[src/design/adc_mux_pkg.sv]
// shared constants and carrier types for the converter input and reference selection block
package adc_mux_pkg;

  // ************************************************************
  // register map (printed offsets are word indices)
  // ************************************************************
  localparam logic [7:0] SEL_INDEX = 8'h07;      // selection register index
  localparam logic [7:0] STATUS_INDEX = 8'h08;   // selection status register index
  localparam logic [7:0] SEL_RESET = 8'h00;      // selection register reset value
  localparam int REF_MSB = 7;                    // reference field top bit
  localparam int REF_LSB = 6;                    // reference field low bit
  localparam int ST_PENDING = 0;                 // status: written value not yet applied
  localparam int ST_SETTLING = 1;                // status: differential stage settling
  localparam int ST_START_HOLD = 2;              // status: inside the no-start window

  // ************************************************************
  // reference field codes
  // ************************************************************
  localparam logic [1:0] REF_SUPPLY = 2'h0;      // supply used as reference
  localparam logic [1:0] REF_EXT_PIN = 2'h1;     // external pin, internal reference off
  localparam logic [1:0] REF_INTERNAL = 2'h2;    // internal 1.1v reference
  localparam logic [1:0] REF_INT_TO_PIN = 2'h3;  // reserved code: internal reference on the pin

  // ************************************************************
  // channel field codes
  // ************************************************************
  localparam logic [5:0] CH_SINGLE_LAST = 6'h07; // last single-ended input
  localparam logic [5:0] CH_GROUND = 6'h20;      // analog ground
  localparam logic [5:0] CH_BANDGAP = 6'h21;     // internal 1.1v source
  localparam logic [5:0] CH_TEMP = 6'h22;        // temperature channel
  localparam logic [5:0] CH_CAL_LAST = 6'h27;    // last offset calibration code
  localparam logic [3:0] DIFF_PAIR_BASE = 4'h4;  // code[4:1] of the first differential pair
  localparam logic [2:0] CAL_PIN_A = 3'h0;       // calibration input for code[2:1] == 1
  localparam logic [2:0] CAL_PIN_B = 3'h3;       // calibration input for code[2:1] == 2
  localparam logic [2:0] CAL_PIN_C = 3'h7;       // calibration input for code[2:1] == 3

  // {positive, negative} for the twelve normal pairs, entry 0 at the right
  localparam logic [11:0][5:0] DIFF_PAIRS = {
    6'h37, 6'h2e, 6'h25, 6'h1f, 6'h1e, 6'h1d,
    6'h1c, 6'h13, 6'h0b, 6'h0a, 6'h03, 6'h01};

  // ************************************************************
  // settling, counted in converter clock cycles
  // ************************************************************
  localparam logic [4:0] SETTLE_ADC_CYCLES = 5'h19;     // 25 cycles worst-case settling
  localparam logic [4:0] START_HOLD_ADC_CYCLES = 5'h0d; // 13 cycles with no start
  localparam logic [4:0] START_HOLD_LIMIT = 5'(SETTLE_ADC_CYCLES - START_HOLD_ADC_CYCLES);

  // ************************************************************
  // ahb-lite codes
  // ************************************************************
  localparam logic [1:0] HTRANS_NONSEQ = 2'h2;   // nonsequential transfer
  localparam logic HRESP_OKAY = 1'b0;            // only response given

  // ************************************************************
  // carrier types
  // ************************************************************
  typedef enum logic [2:0] {
    KIND_SINGLE,
    KIND_DIFF,
    KIND_GROUND,
    KIND_BANDGAP,
    KIND_TEMP,
    KIND_OFFSET_CAL
  } chan_kind_t;

  typedef struct packed {
    chan_kind_t kind;    // what the multiplexer connects
    logic [2:0] pos;     // input on the positive side (or the single input)
    logic [2:0] neg;     // input on the negative side
    logic gain20;        // 20x gain stage selected
    logic temp_en;       // temperature sensor powered
  } chan_route_t;

  typedef struct packed {
    logic [1:0] ref_sel; // active reference code
    logic int_ref_on;    // internal reference powered
    logic ref_to_pin;    // internal reference driven onto the external pin
  } ref_route_t;

endpackage : adc_mux_pkg

[src/design/adc_chan_decode.sv]
// channel code to multiplexer route decoder
`timescale 1ns/1ps
module adc_chan_decode
  import adc_mux_pkg::*;
(
  input wire logic [5:0] code,   // channel and gain code
  output chan_route_t route      // decoded route
);

  // ************************************************************
  // decode
  // ************************************************************
  logic [3:0] pair_idx; // pair table index, shared by normal and reversed codes
  logic [5:0] pair;     // {positive, negative} of the normal pair

  // combinational decode; the caller registers the result
  always_comb
  begin
    pair_idx = 4'(code[4:1] - DIFF_PAIR_BASE);
    pair = (pair_idx < 4'hc) ? DIFF_PAIRS[pair_idx] : 6'h00;
    route = '0;
    if (code <= CH_SINGLE_LAST)
    begin
      // single-ended inputs 0..7 on port a
      route.kind = KIND_SINGLE;
      route.pos = code[2:0];
    end
    else if (code == CH_GROUND)
      route.kind = KIND_GROUND;
    else if (code == CH_BANDGAP)
      route.kind = KIND_BANDGAP;
    else if (code == CH_TEMP)
    begin
      route.kind = KIND_TEMP;
      route.temp_en = 1'b1;
    end
    else if (code <= CH_CAL_LAST && code[5])
    begin
      // same pin on both sides so the stage offset can be measured
      route.kind = KIND_OFFSET_CAL;
      unique case (code[2:1])
        2'h1: route.pos = CAL_PIN_A;
        2'h2: route.pos = CAL_PIN_B;
        default: route.pos = CAL_PIN_C;
      endcase
      route.neg = route.pos;
      route.gain20 = code[0];
    end
    else
    begin
      // normal pairs and their reversals share one table
      route.kind = KIND_DIFF;
      route.gain20 = code[0];
      if (code[5])
      begin
        route.pos = pair[2:0];
        route.neg = pair[5:3];
      end
      else
      begin
        route.pos = pair[5:3];
        route.neg = pair[2:0];
      end
    end
  end

endmodule : adc_chan_decode

[src/design/adc_input_mux_select.sv]
// converter input and reference selection register with ahb-lite access
// Contract
// - reference field: supply, pin, 1.1v, reserved
// - reference change waits for conversion end
// - code 11 drives internal reference to pin
// - channel change waits for conversion end
// - codes 0-7 pick single inputs 0-7
// - ground, bandgap, temperature with sensor enable
// - low channel bit selects 1x or 20x
// - top channel bit swaps pair polarity
// - differential, reversed and calibration code ranges
// - calibration ties one pin to both inputs
// - full differential pair decode
`timescale 1ns/1ps
module adc_input_mux_select
  import adc_mux_pkg::*;
(
  input wire logic core_clk,          // system clock, 25 mhz
  input wire logic rstn,              // synchronous reset, active low
  input wire logic hsel,              // ahb slave select
  input wire logic [31:0] haddr,      // ahb byte address
  input wire logic [1:0] htrans,      // ahb transfer type
  input wire logic hwrite,            // ahb write when high
  input wire logic [2:0] hsize,       // ahb size, word only
  input wire logic [31:0] hwdata,     // ahb write data
  input wire logic hready,            // ahb bus ready
  output logic hreadyout,             // ahb slave ready
  output logic hresp,                 // ahb response, always okay
  output logic [31:0] hrdata,         // ahb read data
  input wire logic conv_busy,         // conversion in progress
  input wire logic conv_done,         // conversion-done flag being set, one cycle
  input wire logic adc_tick,          // one pulse per converter clock cycle
  output chan_route_t chan_route,     // active multiplexer route
  output ref_route_t ref_route        // active reference route
);

  // ************************************************************
  // state
  // ************************************************************
  typedef struct packed {
    logic [7:0] sel;        // software copy of the selection register
    logic [7:0] act;        // selection the converter is using
    chan_route_t route;     // decoded active channel
    ref_route_t refr;       // decoded active reference
    logic [4:0] settle;     // converter cycles of settling left
    logic wr_pend;          // write data phase due this cycle
    logic [7:0] wr_idx;     // word index of that write
    logic [31:0] rdata;     // read data for the current data phase
    logic ready;            // slave ready
  } state_t;

  state_t s_r;              // registered state
  state_t s_nxt;            // next state
  chan_route_t dec_route;   // route decoded from the software copy

  // ************************************************************
  // helpers
  // ************************************************************
  // word index of a byte address; address bits above bit 9 are ignored, so offsets alias every 1024 bytes
  function automatic logic [7:0] word_idx(input logic [31:0] addr);
    word_idx = addr[9:2];
  endfunction : word_idx

  // reference code to reference routing
  function automatic ref_route_t ref_decode(input logic [1:0] code);
    ref_decode.ref_sel = code;
    ref_decode.int_ref_on = (code == REF_INTERNAL) || (code == REF_INT_TO_PIN);
    ref_decode.ref_to_pin = (code == REF_INT_TO_PIN);
  endfunction : ref_decode

  // true for routes that go through the gain stage
  function automatic logic is_diff(input chan_route_t r);
    is_diff = (r.kind == KIND_DIFF) || (r.kind == KIND_OFFSET_CAL);
  endfunction : is_diff

  // {positive, negative} table entry behind a differential code
  function automatic logic [5:0] pair_of(input logic [5:0] code);
    pair_of = DIFF_PAIRS[4'(code[4:1] - DIFF_PAIR_BASE)];
  endfunction : pair_of

  // ************************************************************
  // channel decoder
  // ************************************************************
  adc_chan_decode u_decode (
    .code (s_r.sel[5:0]),
    .route (dec_route)
  );

  // ************************************************************
  // next state
  // ************************************************************
  logic accept;          // address phase taken this cycle
  logic [7:0] sel_new;   // software copy after this cycle's write
  logic apply;           // converter idle or finishing, copy may be applied

  always_comb
  begin
    s_nxt = s_r;
    accept = hsel && (htrans == HTRANS_NONSEQ) && hready;
    apply = !conv_busy || conv_done;
    s_nxt.ready = 1'b1;
    // data phase of a write lands in the software copy only
    sel_new = s_r.sel;
    if (s_r.wr_pend && (s_r.wr_idx == SEL_INDEX))
      sel_new = hwdata[7:0];
    s_nxt.sel = sel_new;
    // address phase capture
    s_nxt.wr_pend = accept && hwrite;
    s_nxt.wr_idx = word_idx(haddr);
    if (accept && !hwrite)
    begin
      // forwarded value, so a read right behind a write sees it
      if (word_idx(haddr) == SEL_INDEX)
        s_nxt.rdata = {24'h000000, sel_new};
      else if (word_idx(haddr) == STATUS_INDEX)
      begin
        s_nxt.rdata = 32'h00000000;
        s_nxt.rdata[ST_PENDING] = (s_r.sel != s_r.act);
        s_nxt.rdata[ST_SETTLING] = (s_r.settle != 5'h00);
        s_nxt.rdata[ST_START_HOLD] = (s_r.settle > START_HOLD_LIMIT);
      end
      else
        s_nxt.rdata = 32'h00000000;                             // unmapped reads zero
    end
    // the converter keeps the old selection until its conversion ends
    if (apply)
    begin
      s_nxt.act = s_r.sel;
      s_nxt.route = dec_route;
      s_nxt.refr = ref_decode(s_r.sel[REF_MSB:REF_LSB]);
    end
    // settling tracker: software must honour it, hardware only reports it
    if (apply && (s_r.sel != s_r.act) && is_diff(dec_route))
      s_nxt.settle = SETTLE_ADC_CYCLES;
    else if (adc_tick && (s_r.settle != 5'h00))
      s_nxt.settle = 5'(s_r.settle - 5'h01);
  end

  // ************************************************************
  // state register
  // ************************************************************
  // synchronous reset to all zero: supply reference, single input 0
  always_ff @(posedge core_clk)
  begin
    if (!rstn)
      s_r <= '0;
    else
      s_r <= s_nxt;
  end

  // ************************************************************
  // outputs, all but hresp straight from the state register; hresp is tied to okay
  // ************************************************************
  assign hreadyout = s_r.ready;
  assign hresp = HRESP_OKAY;
  assign hrdata = s_r.rdata;
  assign chan_route = s_r.route;
  assign ref_route = s_r.refr;
endmodule : adc_input_mux_select

[config.mk]
export PLATFORM = sky130hd
export DESIGN_NAME = adc_input_mux_select
export DESIGN_NICKNAME = d
export VERILOG_FILES = /design/src/design/adc_mux_pkg.sv /design/src/design/adc_chan_decode.sv /design/src/design/adc_input_mux_select.sv
export SDC_FILE = /design/constraint.sdc
export NUM_CORES = 1
export LEC_CHECK = 0
export BUFFER_PORTS_ARGS = -buffer_cell sky130_fd_sc_hd__buf_2
export CAP_MARGIN = 20
export CORE_ASPECT_RATIO = 0.9
export CORE_UTILIZATION = 25
export DETAILED_ROUTE_END_ITERATION = 6
export GPL_TIMING_DRIVEN = 0
export PLACE_DENSITY_LB_ADDON = 0.05
export REMOVE_ABC_BUFFERS = 1
export SLEW_MARGIN = 20
export SYNTH_ARGS = -nofsm -noshare
export SYNTH_HDL_FRONTEND = slang
export SYNTH_SLANG_ARGS = --single-unit
[constraint.sdc]
create_clock -name core_clk -period 2.09 [get_ports core_clk]
set_input_delay 0.209 -clock core_clk [delete_from_list [all_inputs] [get_ports core_clk]]
set_output_delay 0.209 -clock core_clk [all_outputs]
set_load 0.02 [all_outputs]
# Word level (Yosys, flattened, before mapping)
# Memories as Yosys holds them, arrays and structs flattened.
# Cells that the tools add are included.
dict set report op_classes {
  add_sub_neg 2
  n_lt_le_gt_ge 5
  eq_ne 14
  mux 20
  bitwise_logic 1
  reduce_logical 17
}
# operator count
set ops {}
lappend ops {{8-bit two-way mux} 4}
lappend ops {{6-bit two-way mux} 4}
lappend ops {{6-bit == test, second input constant} 3}
lappend ops {{8-bit by 3-bit == test with 1-bit output, second input constant} 2}
lappend ops {{5-bit two-way mux} 3}
lappend ops {{3-bit two-way mux} 4}
lappend ops {{10-bit two-way mux} 1}
lappend ops {{1-bit logical AND} 9}
lappend ops {{2-bit == test, second input constant} 4}
lappend ops {{8-bit by 4-bit == test with 1-bit output, second input constant} 1}
lappend ops {{8-bit != test} 1}
lappend ops {{7-bit two-way mux} 1}
lappend ops {{6-bit by 3-bit less-or-equal comparator with 1-bit output, second input constant} 1}
lappend ops {{6-bit less-or-equal comparator, second input constant} 1}
lappend ops {{3-bit case mux with 2 select lines} 1}
lappend ops {{5-bit by 4-bit > comparator with 1-bit output, second input constant} 1}
lappend ops {{4-bit by 5-bit < comparator with 1-bit output, second input constant} 1}
lappend ops {{5-bit nonzero test} 1}
lappend ops {{5-bit by 1-bit subtractor with 5-bit output, second input constant} 1}
lappend ops {{4-bit < comparator, second input constant} 1}
lappend ops {{4-bit by 3-bit subtractor with 4-bit output, second input constant} 1}
lappend ops {{3-bit by 1-bit == test with 1-bit output, second input constant} 1}
lappend ops {{3-bit == test, second input constant} 1}
lappend ops {{1-bit logical OR} 3}
lappend ops {{other kinds (6)} 8}
dict set report word_totals {
  ff_bits 78
  mem_bits_ro 96
  input_bits 77
  elab_cells 76
  memories 1
}
# name words word_bits read_ports rd_clocked_by_memory_dff write_ports line
set mem_list {}
lappend mem_list {{(no name shown)} 16 6 1 0 0 adc_chan_decode.sv:20} ;# pair = (pair_idx < 4'hc) ? DIFF_PAIRS[pair_idx] : 6'h00;

# Depth between registers and ports, before layout
dict set report depth {
  depth_word 14
  mapped_depth 9
  ltp_nobuf 7
}

# By module
# A second synthesis with hierarchy kept.
dict set report hier_totals {
  cells_unflattened 328
  area_unflattened_um2 2889.0
}
# mod instances cells_per_inst area_per_inst_um2 seq_area_each_um2
set by_module_without_submodules {}
lappend by_module_without_submodules {adc_input_mux_select 1 266 2437.3 1041.0}
lappend by_module_without_submodules {adc_chan_decode 1 62 451.7 0.0}

# Least setup slack after synthesis
# Ideal clock, no wire load.
dict set report synth_path {
  path_type {reg2reg}
  start {register s_r[73] (netlist bit)}
  end {register s_r, in the netlist chan_route[2]}
  setup_ps 59
  arrival_time_ps 1900
  t_required_ps 2031
  slack_ps 130
  path_stages_with_launch 10
  n_path_buf 2
  period_less_slack_ps 1960
  path_cell_list {dfxtp_1 buf_2 inv_1 ha_1 clkbuf_1 and3b_1 a211oi_1 nor2_1 o31ai_1 and2_1}
}
dict set report synth_between {
  elab_chain_len 10
  elab_cells_between_ends 17
  cone_classes {add/sub: 1; order compare: 3; eq/ne: 3; mux: 8; reduce/logical: 1; memory: 1}
}
# element line
set synth_rtl {}
lappend synth_rtl {{start, declared} adc_input_mux_select.sv:52} ;# state_t s_r;
lappend synth_rtl {{start signal, assigned} adc_input_mux_select.sv:148} ;# s_r <= s_nxt;
lappend synth_rtl {{4-bit by 3-bit subtractor with 4-bit output} adc_chan_decode.sv:19} ;# pair_idx = 4'(code[4:1] - DIFF_PAIR_BASE);
lappend synth_rtl {{memory read 16 x 6 bit} n/a}
lappend synth_rtl {{6-bit two-way mux (implied by the code)} adc_chan_decode.sv:20}
lappend synth_rtl {{6-bit two-way mux} adc_chan_decode.sv:20}
lappend synth_rtl {{6-bit two-way mux} adc_chan_decode.sv:54} ;# if (code[5])
lappend synth_rtl {{10-bit two-way mux} adc_chan_decode.sv:37} ;# else if (code <= CH_CAL_LAST && code[5])
lappend synth_rtl {{7-bit two-way mux} adc_chan_decode.sv:32} ;# else if (code == CH_TEMP)
lappend synth_rtl {{8-bit two-way mux} adc_chan_decode.sv:30} ;# else if (code == CH_BANDGAP)
lappend synth_rtl {{8-bit two-way mux} adc_chan_decode.sv:28} ;# else if (code == CH_GROUND)
lappend synth_rtl {{5-bit two-way mux *} adc_chan_decode.sv:22} ;# if (code <= CH_SINGLE_LAST)
# Mark *: on every way between the ends. The rest lies on a longest branch, timed or not. The select of a mux whose other input is x is not followed.
# A chain may end at the register's enable or synchronous reset.

# Worst setup path in the final report
dict set report layout_path {
  start {register s_r[42] (netlist bit)}
  end {register s_r[45] (netlist bit)}
}
dict set report layout_between {
  elab_chain_len 3
  elab_cells_between_ends 6
  cone_classes {add/sub: 1; mux: 2; reduce/logical: 3}
}
# element line
set layout_rtl {}
lappend layout_rtl {{5-bit by 1-bit subtractor with 5-bit output or 5-bit nonzero test (tied branches)} {adc_input_mux_select.sv:136, adc_input_mux_select.sv:135}}
lappend layout_rtl {{5-bit two-way mux or 1-bit logical AND (tied branches)} adc_input_mux_select.sv:135} ;# else if (adc_tick && (s_r.settle != 5'h00))
lappend layout_rtl {{5-bit two-way mux or 2-bit nonzero test (tied branches)} n/a}
# Several ways; a longest one is shown, not always the timed one. The select of a mux whose other input is x is not followed.

==> key figures <==
GRT
  • All-Layer GR Usage: 12.07%
  • First-pass GRT wire length: 10.76 mm
  • Grt ovf: 0
  • Largest net degree at the start of global routing: 50
  • Vias in the first global route: 1,985
  • Antenna violations before repair: 0

Place
  • Placed insts: 488
  • Number of port buffers: 49
  • Pre-CTS setup slack: -285.2 ps
  • DP Area: 2918 sq um
  • RD Place Congestion: 0.7136
  • Post-DP HPWL: 4.683 mm

Clock tree
  • Clock transition at path regs: 70 ps
  • Worst-Skew Late Latency: 290 ps
  • CTS buffer count: 5
  • Clock Tree Root: clkbuf_16
  • CTS Hold Buffers Added: 0
  • H-tree depth: 2
  • Clock tree sinks: 52
  • Maximum buffer depth of the clock tree: 2
  • CTS tree: built

Synth
  • Synth top area share: 37.08%
  • Leading area contributor after synthesis: dfxtp_1
  • Xor/xnor share of the synthesized area: 3.431%
  • Synth cell types: 55
  • Top cells by count, synth: dfxtp_1 (52), buf_4 (48), nand2_1 (35), nor2_1 (18), nor2b_1 (17)
  • Mapped Cells: 328
  • Count leader, synth: dfxtp_1
  • Post-synth top flop: dfxtp_1
  • Avg Inst Size Synth: 8.560 sq um
  • Top cells by area, synth: dfxtp_1 (37%), buf_4 (13%), nand2_1 (4.7%)
  • Post-synthesis compound-gate area fraction: 14.53%
  • Main combinational cell family by area after synthesis: simple AND/OR/NAND/NOR gates
  • Sequential cell area fraction in the yosys report: 37.08%
  • Netlist Area Pre-Place: 2808 sq um
  • Synth Area in Simple Gates: 21.35%
  • Register bit total from synthesis: 52
  • Synthesis Warnings: 0
  • Adder-Cell Fraction of Synth Area: 3.119%
  • Post-synth EDFFs: 0
  • Post-synthesis mux area share: 3.565%
  • Fraction of registers with async set/reset: 0%

Floorplanning
  • Die area: 11,660 sq um
  • Chip height: 102.5 um
  • Rows: 36
  • Core area: 10,900 sq um
  • Initial core utilization: 25.76%
  • Die X: 113.7 um
  • I/O pins: 126

Final layout
  • Design Area, Final: 3131 sq um
  • Final net count: 430
  • Diodes inserted: 0
  • Layout cell share with drive strength beyond 1: 21.61%
  • Footprint of the multi-input gates: 1401 sq um
  • Area grow syn2layout: 11.50%
  • Post-Layout Cell Count: 499
  • Sequential Area: 1050 sq um
  • Filler cells: 1,194

Routing
  • Routed Wire Length: 6.573 mm
  • Detail Route Antenna Nets: 0
  • Vias: 2,081
  • # DRC: 0
  • Drt wl/cell: 13.17 um
  • 1st-pass router iterations: 4
  • Iter 0 DRT Violations: 52
  • Via/cell ratio: 4.170

Worst setup path
  • Crit end category: register
  • CP Cell Sequence: inv_1, ha_1, or4b_2, nand2_2, or4_1, xor2_1, a21boi_0
  • Slowest stage delay, CP: 680 ps
  • Kind of critical path: register to register
  • Crit path max fanout: 4
  • Worst path slowest cell: or4b_2
  • Arr. time, crit path: 2090 ps
  • Worst Path Required: 2240 ps
  • Startpoint types: register

Pwr
  • Leakage: 1.204 nW
  • Pwr Density: 756.1 nW/um^2
  • Tot Pwr: 2.367 mW
  • Max IR drop VDD: 0.3670 mV

Timing
  • Setup Viol. Count Final: 0
  • Fmax: 517.1 MHz
  • Final hold viol count: 0
  • Shortest period the worst path allows: 1934 ps
  • Normalized max-slew margin: 46.48%
  • Max-slew violations: 0
  • RSZ-0062 raised after global routing: false
  • Clk_skew: 5.100 ps
  • Worst Tran Pin Value: 802.9 ps
  • Fin worst setup slack: 156.2 ps
  • Post-route clock period utilization: 92.53%

Flow run
  • Max-Cap Viols: 0

Hold path
  • Worst hold path type: input port to register

Status
  • Outcome: finished clean
## registers in the layout, indices dropped and copies added (netlist names)
name	cells
s_r	30
ref_route	2
hrdata	8
chan_route	11
hreadyout	1
## where the power goes
part | switching (mW) | internal (mW) | total [mW] | leakage, nW
clock | 0.373 | 0.564 | 0.937 | 0.0808
sequential | 0.0331 | 1.04 | 1.07 | 0.425
combinational | 0.216 | 0.145 | 0.361 | 0.698
total | 0.622 | 1.75 | 2.37 | 1.20
## metal layers
| layer | GRT usage, % | up-vias | wire length, um |
|---|---|---|---|
| li1 | - | 1068 | - |
| met1 | 16.56 | 954 | 3469 |
| met2 | 18.43 | 54 | 2730 |
| met3 | 3.175 | 5 | 309 |
| met4 | 3.947 | 0 | 64 |
| met5 | 0 | - | 0 |
## cell type report
type                       instances  share of cell area (%)
multi-input combinational        226                   44.76
clock inverter                     2                   1.119
sequential                        52                   33.53
inverter                           8                  0.9592
clock buffer                       6                   4.117
tap                              152                   6.075
timing repair buffer              53                   9.432
## placed cells by master, fill, tap and decap left out, drive strengths merged, types with 2 or more instances in the layout
cell	instances
o2bb2ai	3
nand2	35
nand4	4
nand2b	3
a21boi	14
dfxtp	52
nor3b	2
nor2	18
buf	53
o21ai	14
a21oi	8
a31oi	2
or2	2
o22ai	4
xnor2	9
conb	25
o31ai	2
nor2b	17
nor4b	2
clkbuf	6
inv	8
nor3	5
ha	7
xor2	2
a32oi	2
nand3	4
mux2i	10
and2	12
nand4b	2
or4b	2
## critical path, delay by kind of cell (launching register included)
kind / cells / cell delay [ps]
flops: 1 / 310
compound gates: 1 / 90
simple gates: 3 / 950
fa+ha+maj: 1 / 220
buf+inv: 1 / 100
xor+xnor: 1 / 130
## path summary, 6_finish.rpt
| path | from | end | slack [ps] | cells past startpoint |
|---|---|---|---|---|
| hold / removal | haddr[6] | s_r[37] | 130 | 2 |
| setup / recovery | s_r[42] | s_r[45] | 160 | 7 |
| hold reg to reg | hrdata[3] | hrdata[3] | 450 | 2 |
| setup reg to reg | s_r[42] | s_r[45] | 160 | 7 |
## what timing repair did
action	4_1_cts	5_1_grt
gates resized for setup	3	6
pin swaps	1	0
buffers inserted	1	2
setup endpoints to repair	20	7
endpoints found under the hold margin	0	0
gates cloned	0	0
## through the flow
step / utilization [%] / hold slack [ps] / TNS, ps
3_5_place_dp: 26.77 / 433.6 / -1816
3_3_place_gp: 26.53 / 430.8 / -8775
4_1_cts: 28.51 / 127.2 / 0
2_1_floorplan: - / 236.7 / -948.8
6_report: 28.72 / 132.6 / 0
5_1_grt: 28.72 / 133.6 / 0
## cell families after synthesis
group                      after synthesis
adders and majority gates                7
xor gates and xnor gates                11
buffers and inverters                   74
and+or+nand+nor                        113
AOI/OAI and AO/OA                       60
muxes                                   10
DFF                                     52
other                                    1
(Power assumes the default switching activity.)
